===== src/inc/comms_channel_pkg.sv =====
// package for the debug comms channel: register map, field positions,
// scan chain numbers and packet layout
// assumes a 32-bit Avalon-MM slave on the core side and an external tap
package comms_channel_pkg;

    // widths
    localparam int DATA_W   = 32;
    localparam int PACKET_W = 33;
    localparam int ADDR_W   = 5;
    localparam int CHAIN_W  = 4;

    // byte offsets on the core-side bus (debug coprocessor c5 view)
    localparam logic [ADDR_W-1:0] OFS_TX_WORD    = 5'h00;
    localparam logic [ADDR_W-1:0] OFS_RX_WORD    = 5'h04;
    localparam logic [ADDR_W-1:0] OFS_STATUS     = 5'h08;
    localparam logic [ADDR_W-1:0] OFS_IRQ_STATUS = 5'h0C;
    localparam logic [ADDR_W-1:0] OFS_IRQ_MASK   = 5'h10;

    // status register fields
    localparam int ST_RX_FULL  = 0;
    localparam int ST_TX_FULL  = 1;
    localparam int ST_COMMS    = 2;
    localparam int ST_MONITOR  = 3;

    // interrupt event bits
    localparam int IRQ_W        = 2;
    localparam int IRQ_RX_ARRIV = 0;
    localparam int IRQ_TX_TAKEN = 1;

    // scan chains
    localparam logic [CHAIN_W-1:0] CHAIN_STCTL = 4'h1;
    localparam logic [CHAIN_W-1:0] CHAIN_DTR   = 4'h5;

    // debug status and control register layout
    localparam int STCTL_W      = 32;
    localparam int STCTL_HALTED = 0;
    localparam int STCTL_COMMS  = 27;

    // reset values
    localparam logic [DATA_W-1:0] WORD_RESET = 32'h0000_0000;
    localparam logic [IRQ_W-1:0]  MASK_RESET = 2'h0;

    // sampled pin vector layout
    localparam int SYN_W      = 11;
    localparam int SYN_TCK    = 10;
    localparam int SYN_TDI    = 9;
    localparam int SYN_CAP    = 8;
    localparam int SYN_SHIFT  = 7;
    localparam int SYN_UPDATE = 6;
    localparam int SYN_INTEST = 5;
    localparam int SYN_EXTEST = 4;

endpackage : comms_channel_pkg


===== src/debug_comms_channel.sv =====
// debug comms channel: two transfer words with full flags between an
// external scan debugger and core software on an Avalon-MM slave
// assumes an external tap drives state levels and instruction decodes;
// the test clock is far slower than i_mclk and is sampled, not used as a clock
//
// Implementation choices: the Avalon-MM slave port and the placing of the registers.
`timescale 1ns/1ps
`default_nettype none

// Notes on behaviour
// - there are two separate transfer words, core-to-host and host-to-core, each with its own full flag.
// - hardware keeps both full flags current and shows them to core software; the scan port sees the core-to-host flag only in comms or monitor mode.
// - with the comms mode flag set through chain 1 the lowest packet bit of the core-to-host word carries status.
// - in comms mode the lowest packet bit is high only while uncollected core data waits.
// - a scan read that returns valid core data clears the core-to-host full flag.
// - while the host-to-core word is still full the status bit reads low and new shifted data is dropped.
// - in monitor mode the transfer words serve only the comms channel.
// - core software reaches the transfer words as debug coprocessor register c5 through the bus.
module debug_comms_channel #(
    parameter int DATA_W  = comms_channel_pkg::DATA_W,
    parameter int ADDR_W  = comms_channel_pkg::ADDR_W,
    parameter int CHAIN_W = comms_channel_pkg::CHAIN_W
) (
    // clock and reset
    input  wire logic                i_mclk,
    input  wire logic                i_reset,
    // avalon-mm slave
    input  wire logic [ADDR_W-1:0]   i_address,
    input  wire logic                i_read,
    input  wire logic                i_write,
    input  wire logic [DATA_W-1:0]   i_writedata,
    input  wire logic [3:0]          i_byteenable,
    output var  logic [DATA_W-1:0]   o_readdata,
    output var  logic                o_waitrequest,
    output var  logic                o_irq,
    // scan link from the external tap
    input  wire logic                i_tck,
    input  wire logic                i_tdi,
    input  wire logic                i_capture_dr,
    input  wire logic                i_shift_dr,
    input  wire logic                i_update_dr,
    input  wire logic                i_ir_intest,
    input  wire logic                i_ir_extest,
    input  wire logic [CHAIN_W-1:0]  i_chain_sel,
    output var  logic                o_tdo,
    // core state
    input  wire logic                i_core_halted,
    input  wire logic                i_monitor_mode
);

    ////////////////////////////////////////////////////////////////////////
    // pin sampling
    ////////////////////////////////////////////////////////////////////////

    logic [comms_channel_pkg::SYN_W-1:0] sync1;
    logic [comms_channel_pkg::SYN_W-1:0] sync2;
    logic                                tck_prev;

    // two flops on every pin; the first is read by the second only
    always_ff @(posedge i_mclk or posedge i_reset) begin
        if (i_reset) begin
            sync1    <= '0;
            sync2    <= '0;
            tck_prev <= 1'b0;
        end else begin
            sync1    <= {i_tck, i_tdi, i_capture_dr, i_shift_dr, i_update_dr,
                         i_ir_intest, i_ir_extest, i_chain_sel};
            sync2    <= sync1;
            tck_prev <= sync2[comms_channel_pkg::SYN_TCK];
        end
    end

    // decoded link events, one mclk cycle per test clock rising edge
    wire                tck_rise  = sync2[comms_channel_pkg::SYN_TCK] & ~tck_prev;
    wire                tdi_s     = sync2[comms_channel_pkg::SYN_TDI];
    wire                do_cap    = tck_rise & sync2[comms_channel_pkg::SYN_CAP];
    wire                do_shift  = tck_rise & sync2[comms_channel_pkg::SYN_SHIFT];
    wire                do_update = tck_rise & sync2[comms_channel_pkg::SYN_UPDATE];
    wire                ir_intest = sync2[comms_channel_pkg::SYN_INTEST];
    wire                ir_extest = sync2[comms_channel_pkg::SYN_EXTEST];
    wire [CHAIN_W-1:0]  chain     = sync2[CHAIN_W-1:0];
    wire                on_dtr    = (chain == comms_channel_pkg::CHAIN_DTR);
    wire                on_stctl  = (chain == comms_channel_pkg::CHAIN_STCTL);

    ////////////////////////////////////////////////////////////////////////
    // transfer words and flags
    ////////////////////////////////////////////////////////////////////////

    logic [DATA_W-1:0]  core_to_host_word;
    logic [DATA_W-1:0]  host_to_core_word;
    logic               c2h_full;
    logic               h2c_full;
    logic               comms_mode_flag;
    logic [comms_channel_pkg::PACKET_W-1:0] scan_reg;

    // bus handshake: request seen while waitrequest high, done the next edge
    wire                req       = i_read | i_write;
    wire                bus_done  = req & ~o_waitrequest;
    wire                wr_done   = bus_done & i_write;
    wire                rd_done   = bus_done & i_read;
    wire                hit_tx    = (i_address == comms_channel_pkg::OFS_TX_WORD);
    wire                hit_rx    = (i_address == comms_channel_pkg::OFS_RX_WORD);
    wire                hit_ist   = (i_address == comms_channel_pkg::OFS_IRQ_STATUS);
    wire                hit_msk   = (i_address == comms_channel_pkg::OFS_IRQ_MASK);

    // monitor mode keeps the channel live regardless of the flag
    wire                comms_on  = comms_mode_flag | i_monitor_mode;

    // scan events on the data chain
    wire                cap_read  = do_cap & on_dtr & ir_intest;
    wire                cap_poll  = do_cap & on_dtr & ir_extest;
    wire                upd_write = do_update & on_dtr & ir_extest;
    wire                host_take = cap_read & comms_on & c2h_full;
    wire                host_load = upd_write & ~h2c_full;

    // core side effects
    wire [DATA_W-1:0]   wmask     = byte_mask(i_byteenable);
    wire                core_put  = wr_done & hit_tx;
    wire                core_get  = rd_done & hit_rx;

    // expand byte enables to a bit mask
    function automatic logic [DATA_W-1:0] byte_mask(input logic [3:0] be);
        logic [DATA_W-1:0] m;
        m = '0;
        for (int b = 0; b < 4; b++) begin
            m[b*8 +: 8] = {8{be[b]}};
        end
        return m;
    endfunction : byte_mask

    // merge a write into a stored word under byte enables
    function automatic logic [DATA_W-1:0] merge(input logic [DATA_W-1:0] old,
                                                input logic [DATA_W-1:0] nw,
                                                input logic [DATA_W-1:0] m);
        return (old & ~m) | (nw & m);
    endfunction : merge

    // outgoing word and its flag; a core write beats a same-cycle collect
    always_ff @(posedge i_mclk or posedge i_reset) begin
        if (i_reset) begin
            core_to_host_word <= comms_channel_pkg::WORD_RESET;
            c2h_full          <= 1'b0;
        end else begin
            if (core_put) begin
                core_to_host_word <= merge(core_to_host_word, i_writedata, wmask);
            end
            if (core_put) begin
                c2h_full <= 1'b1;
            end else if (host_take) begin
                c2h_full <= 1'b0;
            end
        end
    end

    // incoming word and its flag; a load beats a same-cycle core read
    always_ff @(posedge i_mclk or posedge i_reset) begin
        if (i_reset) begin
            host_to_core_word <= comms_channel_pkg::WORD_RESET;
            h2c_full          <= 1'b0;
        end else begin
            if (host_load) begin
                host_to_core_word <= scan_reg[comms_channel_pkg::PACKET_W-1:1];
            end
            if (host_load) begin
                h2c_full <= 1'b1;
            end else if (core_get) begin
                h2c_full <= 1'b0;
            end
        end
    end

    ////////////////////////////////////////////////////////////////////////
    // scan chains
    ////////////////////////////////////////////////////////////////////////

    // lowest packet bit: valid data for a read in comms or monitor mode (else word bit 0), free slot for a write
    wire                rd_status = comms_on ? c2h_full
                                             : core_to_host_word[0];
    wire                wr_status = ~h2c_full;
    wire [comms_channel_pkg::PACKET_W-1:0] dtr_read_pkt =
        {core_to_host_word, rd_status};
    wire [comms_channel_pkg::PACKET_W-1:0] dtr_poll_pkt =
        {host_to_core_word, wr_status};

    // status and control image; halted bit lets the debugger poll
    wire [comms_channel_pkg::STCTL_W-1:0] debug_status_control_reg =
        stctl_image(comms_mode_flag, i_core_halted);

    function automatic logic [comms_channel_pkg::STCTL_W-1:0] stctl_image(input logic comms,
                                                                           input logic halted);
        logic [comms_channel_pkg::STCTL_W-1:0] v;
        v = '0;
        v[comms_channel_pkg::STCTL_COMMS]  = comms;
        v[comms_channel_pkg::STCTL_HALTED] = halted;
        return v;
    endfunction : stctl_image

    // serial entry point depends on chain length
    wire [comms_channel_pkg::PACKET_W-1:0] shifted_dtr  =
        {tdi_s, scan_reg[comms_channel_pkg::PACKET_W-1:1]};
    wire [comms_channel_pkg::PACKET_W-1:0] shifted_stctl =
        {1'b0, tdi_s, scan_reg[comms_channel_pkg::STCTL_W-1:1]};

    // shared shift register; capture, shift and update follow tck edges
    always_ff @(posedge i_mclk or posedge i_reset) begin
        if (i_reset) begin
            scan_reg <= '0;
        end else if (do_cap && on_dtr && ir_intest) begin
            scan_reg <= dtr_read_pkt;
        end else if (cap_poll) begin
            scan_reg <= dtr_poll_pkt;
        end else if (do_cap && on_stctl) begin
            scan_reg <= {1'b0, debug_status_control_reg};
        end else if (do_shift && on_dtr) begin
            scan_reg <= shifted_dtr;
        end else if (do_shift && on_stctl) begin
            scan_reg <= shifted_stctl;
        end
    end

    // comms mode flag written only from chain 1
    always_ff @(posedge i_mclk or posedge i_reset) begin
        if (i_reset) begin
            comms_mode_flag <= 1'b0;
        end else if (do_update && on_stctl) begin
            comms_mode_flag <= scan_reg[comms_channel_pkg::STCTL_COMMS];
        end
    end

    // tdo follows the chain bit 0, registered so it is glitch free
    always_ff @(posedge i_mclk or posedge i_reset) begin
        if (i_reset) begin
            o_tdo <= 1'b0;
        end else begin
            o_tdo <= scan_reg[0];
        end
    end

    ////////////////////////////////////////////////////////////////////////
    // interrupts
    ////////////////////////////////////////////////////////////////////////

    logic [comms_channel_pkg::IRQ_W-1:0] irq_status;
    logic [comms_channel_pkg::IRQ_W-1:0] irq_mask;

    wire [comms_channel_pkg::IRQ_W-1:0] irq_set = irq_events(host_load, host_take);
    wire [comms_channel_pkg::IRQ_W-1:0] irq_clr =
        (wr_done && hit_ist) ? i_writedata[comms_channel_pkg::IRQ_W-1:0] : '0;

    function automatic logic [comms_channel_pkg::IRQ_W-1:0] irq_events(input logic arrived,
                                                                       input logic taken);
        logic [comms_channel_pkg::IRQ_W-1:0] v;
        v = '0;
        v[comms_channel_pkg::IRQ_RX_ARRIV] = arrived;
        v[comms_channel_pkg::IRQ_TX_TAKEN] = taken;
        return v;
    endfunction : irq_events

    // sticky bits; a new event wins over a write-one clear
    always_ff @(posedge i_mclk or posedge i_reset) begin
        if (i_reset) begin
            irq_status <= '0;
            irq_mask   <= comms_channel_pkg::MASK_RESET;
            o_irq      <= 1'b0;
        end else begin
            irq_status <= (irq_status & ~irq_clr) | irq_set;
            if (wr_done && hit_msk && i_byteenable[0]) begin
                irq_mask <= i_writedata[comms_channel_pkg::IRQ_W-1:0];
            end
            o_irq <= |(irq_status & irq_mask);
        end
    end

    ////////////////////////////////////////////////////////////////////////
    // bus slave
    ////////////////////////////////////////////////////////////////////////

    // core status view of both flags
    wire [DATA_W-1:0] status_word = {{(DATA_W-4){1'b0}}, i_monitor_mode, comms_mode_flag,
                                     c2h_full, h2c_full};
    wire [DATA_W-1:0] irq_st_word = {{(DATA_W-comms_channel_pkg::IRQ_W){1'b0}}, irq_status};
    wire [DATA_W-1:0] irq_mk_word = {{(DATA_W-comms_channel_pkg::IRQ_W){1'b0}}, irq_mask};

    // read mux; unmapped offsets read as zero
    logic [DATA_W-1:0] next_readdata;
    always_comb begin
        case (i_address)
            comms_channel_pkg::OFS_TX_WORD:    next_readdata = core_to_host_word;
            comms_channel_pkg::OFS_RX_WORD:    next_readdata = host_to_core_word;
            comms_channel_pkg::OFS_STATUS:     next_readdata = status_word;
            comms_channel_pkg::OFS_IRQ_STATUS: next_readdata = irq_st_word;
            comms_channel_pkg::OFS_IRQ_MASK:   next_readdata = irq_mk_word;
            default:                           next_readdata = '0;
        endcase
    end

    // one wait cycle per access; data registered as waitrequest drops
    always_ff @(posedge i_mclk or posedge i_reset) begin
        if (i_reset) begin
            o_waitrequest <= 1'b1;
            o_readdata    <= '0;
        end else begin
            o_waitrequest <= ~(req & o_waitrequest);
            if (i_read && o_waitrequest) begin
                o_readdata <= next_readdata;
            end
        end
    end

endmodule : debug_comms_channel

`default_nettype wire


===== config.mk =====
export PLATFORM = sky130hd
export DESIGN_NAME = debug_comms_channel
export DESIGN_NICKNAME = d
export VERILOG_FILES = /design/src/inc/comms_channel_pkg.sv /design/src/debug_comms_channel.sv
export SDC_FILE = /design/constraint.sdc
export NUM_CORES = 1
export LEC_CHECK = 0
export BUFFER_PORTS_ARGS = -buffer_cell sky130_fd_sc_hd__buf_2
export CORE_ASPECT_RATIO = 0.5
export CORE_MARGIN = 5
export CORE_UTILIZATION = 40
export CTS_CLUSTER_SIZE = 30
export DETAILED_ROUTE_END_ITERATION = 6
export PLACE_DENSITY = 0.67
export RECOVER_POWER = 25
export SLEW_MARGIN = 20
export SYNTH_ARGS = -nofsm -noshare
export SYNTH_HDL_FRONTEND = slang
export SYNTH_SLANG_ARGS = --single-unit

===== constraint.sdc =====
create_clock -name i_mclk -period 9 [get_ports i_mclk]
set_input_delay 1.8 -clock i_mclk [delete_from_list [all_inputs] [get_ports i_mclk]]
set_output_delay 1.8 -clock i_mclk [all_outputs]
set_load 0.05 [all_outputs]

==> flow_summary_export.csv <==
group,metric,value,unit
timing,tns,0,ns
synthesis,muxShareOfSynthArea,11.4,%
finish,layout-drive-gt1-share,28.7,%
finish,antenna_cells,0,
synthesis,synth_xor_area_share,0,%
timing,fin_skew,0.0121,ns
timing,finalSetupViolCount,0,
synthesis,syn_avg_cell_area,11.1,µm²
synthesis,synth_fp_nets,692,
finish,area_growth,17.1,%
routing,detail-route-antenna-nets,0,
grt,grt_pass1_vias,5305,
floorplanning,die_x,198,µm
synthesis,synth_fa_ha_area_share,0,%
finish,final_common_cell,"dfrtp_1",
synthesis,synth_top_family_by_area,"compound AO/OA/AOI/OAI gates",
clock_tree,worstSkewPairLatency,0.42,ns
critical_path,worst_ep_required_time,9.44,ns
synthesis,synth_cell_types,51,
critical_path,crit_path_end,"scan_reg[28]",
timing,period_minus_slack,4.96,ns
clock_tree,cts_hold_buf,0,
placement,io_buffer_count,92,
critical_path,critPathArrivalTime,5.40,ns
critical_path,r2r_cells,6,
routing,first_pass_iters,7,
floorplanning,io_pins,93,
finish,fin_area,8260,µm²
routing,wl,17800,µm
timing,slew_headroom,-191,%
clock_tree,cts_sinks,162,
routing,vias_per_cell,5.49,
floorplanning,die_area,20500,µm²
finish,layout.nets,771,
synthesis,ys_seq_area_share,57.5,%
synthesis,postSynthRegisterBits,162,
critical_path,r2r_slack,4.68,ns
critical_path,crit_path_start_kind,"input pin",
grt,grt_max_degree,98,
routing,vias,5270,
clock_tree,cts_inserted_buffers,17,
placement,place_hpwl,11200,µm
synthesis,ys_warn_count,0,
power,powerDensity,190,nW/µm²
routing,drt_iter0_drc,502,
synthesis,netlist_area,7050,µm²
floorplanning,die_h,104,µm
timing,hold_viol,0,
timing,drv_slew,235,
synthesis,yosys.area_share.simple,7.93,%
timing,max_freq,202,MHz
critical_path,r2r_start,"sync2[2]",
grt,antenna_found_initial,0,
timing,min_period_over_period,55.1,%
floorplanning,core_area,17400,µm²
synthesis,syn_inst,634,
critical_path,crit_fanout,97,
routing,wl_per_cell,18.5,µm
grt,grt_usage,17.3,%
floorplanning,start_util,40.6,%
critical_path,crit_start,"i_reset",
grt,grt-ovfl-total,0,
clock_tree,cts_tree,"done",
power,ir_worst_vdd,0.129,mV
critical_path,endpoint_kind,"async pin",
clock_tree,path_clk_slew,0.07,ns
clock_tree,htree_levels,4,
clock_tree,cts.root.buffer_cell,"clkbuf_16",
timing,rsz0062_at_grt,"false",
clock_tree,cts_resized,0,
timing,worstMarginPinSlew,4.35,ns
power,power_leakage,3.92,nW
power,total_power,1.57,mW
floorplanning,fp-row-count,34,
critical_path,reg2reg_to,"scan_reg[26]",
synthesis,synth_compound_area_share,17.1,%
synthesis,synth_edf_count,0,
synthesis,synthArstFlopShare,100,%
status,violations,"DRC, capacitance limit, slew limit",
grt,grt_pass1_wl,28700,µm
placement,gp_congestion,0.804,
clock_tree,clock_path_buffers,2,
finish,final_cell_mix,"dfrtp_1, o21ai_0, buf_2, nand2_1, mux2_2",
placement,placed_area,7720,µm²
status,outcome,"complete, but fails checks",
routing,drc,1,
flow_run,drv_cap,4,
clock_tree,post_cts_buffers,0,
min_path,worstHoldPathCells,0,
critical_path,critPathKind,"input pin to async pin",
synthesis,synth_top_flop_cell,"dfrtp_1",
min_path,holdCritPathClass,"flop to flop",
-- logic make-up (layout without fill, tap and decap cells) --
group | count (synthesis) | in the layout
compound gates | 181 | 181
buf+inv | 107 | 199
flops | 162 | 162
mux | 72 | 72
simple gates | 112 | 112
-- final cells by class --
type / instances / area [µm²]
inverter: 64 / 241
sequential: 162 / 4060
fill: 1609 / 9100
clock inverter: 14 / 124
timing repair buffer: 103 / 531
clock buffer: 18 / 429
tap: 234 / 293
multi-input combinational: 365 / 2590
-- stage by stage --
| step | setup WS [ns] | hold slack (ns) | utilization [%] | std cells |
|---|---|---|---|---|
| after floorplan | 2.83 | 0.331 | - | 634 |
| after global placement | 5.23 | 0.335 | 44.5 | 928 |
| after detailed placement | 5.16 | 0.336 | 44.5 | 928 |
| after CTS | 5.61 | 0.353 | 47.7 | 960 |
| after global routing | 3.28 | 0.363 | 47.6 | 960 |
| final | 4.04 | 0.351 | 47.6 | 960 |
-- cells in the mapped netlist, types with 2 or more instances --
cell | count | area [µm²]
a211oi_1 | 2 | 15.0
a22o_1 | 4 | 35.0
buf_2 | 18 | 90.1
nand2_1 | 68 | 255
o21ai_0 | 92 | 460
inv_1 | 64 | 240
nor2_1 | 6 | 22.5
o22ai_1 | 2 | 12.5
and3_1 | 3 | 18.8
a31oi_1 | 2 | 12.5
and3b_1 | 3 | 26.3
nand4_1 | 3 | 18.8
dfrtp_1 | 161 | 4030
nand2_2 | 4 | 25.0
mux2_1 | 2 | 22.5
nand3_1 | 3 | 15.0
mux2i_1 | 4 | 40.0
clkbuf_1 | 25 | 93.8
mux2_2 | 66 | 743
a32o_1 | 2 | 20.0
nor3b_1 | 2 | 15.0
a21oi_1 | 3 | 15.0
o21ai_1 | 3 | 15.0
nand2b_1 | 2 | 12.5
a22oi_1 | 29 | 218
a222oi_1 | 29 | 290
o21bai_1 | 3 | 22.5
nand3b_1 | 2 | 15.0
nor2b_1 | 5 | 31.3
-- critical path: stages --
cell and delay, ns:
clkbuf_1 0.08, clkinvlp_2 2.39, buf_4 0.97
-- how the worst min path moves through the flow --
| stage | from | slack (ns) | endpoint |
|---|---|---|---|
| 2_1_floorplan | sync1[0] | 0.33 | sync2[0] |
| 3_3_place_gp | sync1[2] | 0.33 | sync2[2] |
| 3_5_place_dp | sync1[10] | 0.34 | sync2[10] |
| 4_1_cts | sync1[9] | 0.35 | sync2[9] |
| 5_1_grt | sync1[1] | 0.36 | sync2[1] |
| 6_report | sync1[10] | 0.35 | sync2[10] |
-- power by group --
group	leakage, nW	internal [mW]	switching (mW)
sequential	2.17	0.759	0.0221
clock	0.262	0.362	0.315
combinational	1.48	0.0425	0.0707
total	3.92	1.16	0.408
-- layer usage --
| layer | GRT usage, % | up-vias | routed length, µm |
|---|---|---|---|
| met2 | 25.0 | 192 | 7850 |
| met4 | 5.75 | 0 | 255 |
| li1 | - | 2424 | - |
| met3 | 3.33 | 18 | 1140 |
| met1 | 26.2 | 2636 | 8530 |
| met5 | 0 | - | 0 |
No activity file was read; power rests on OpenSTA's default activity.
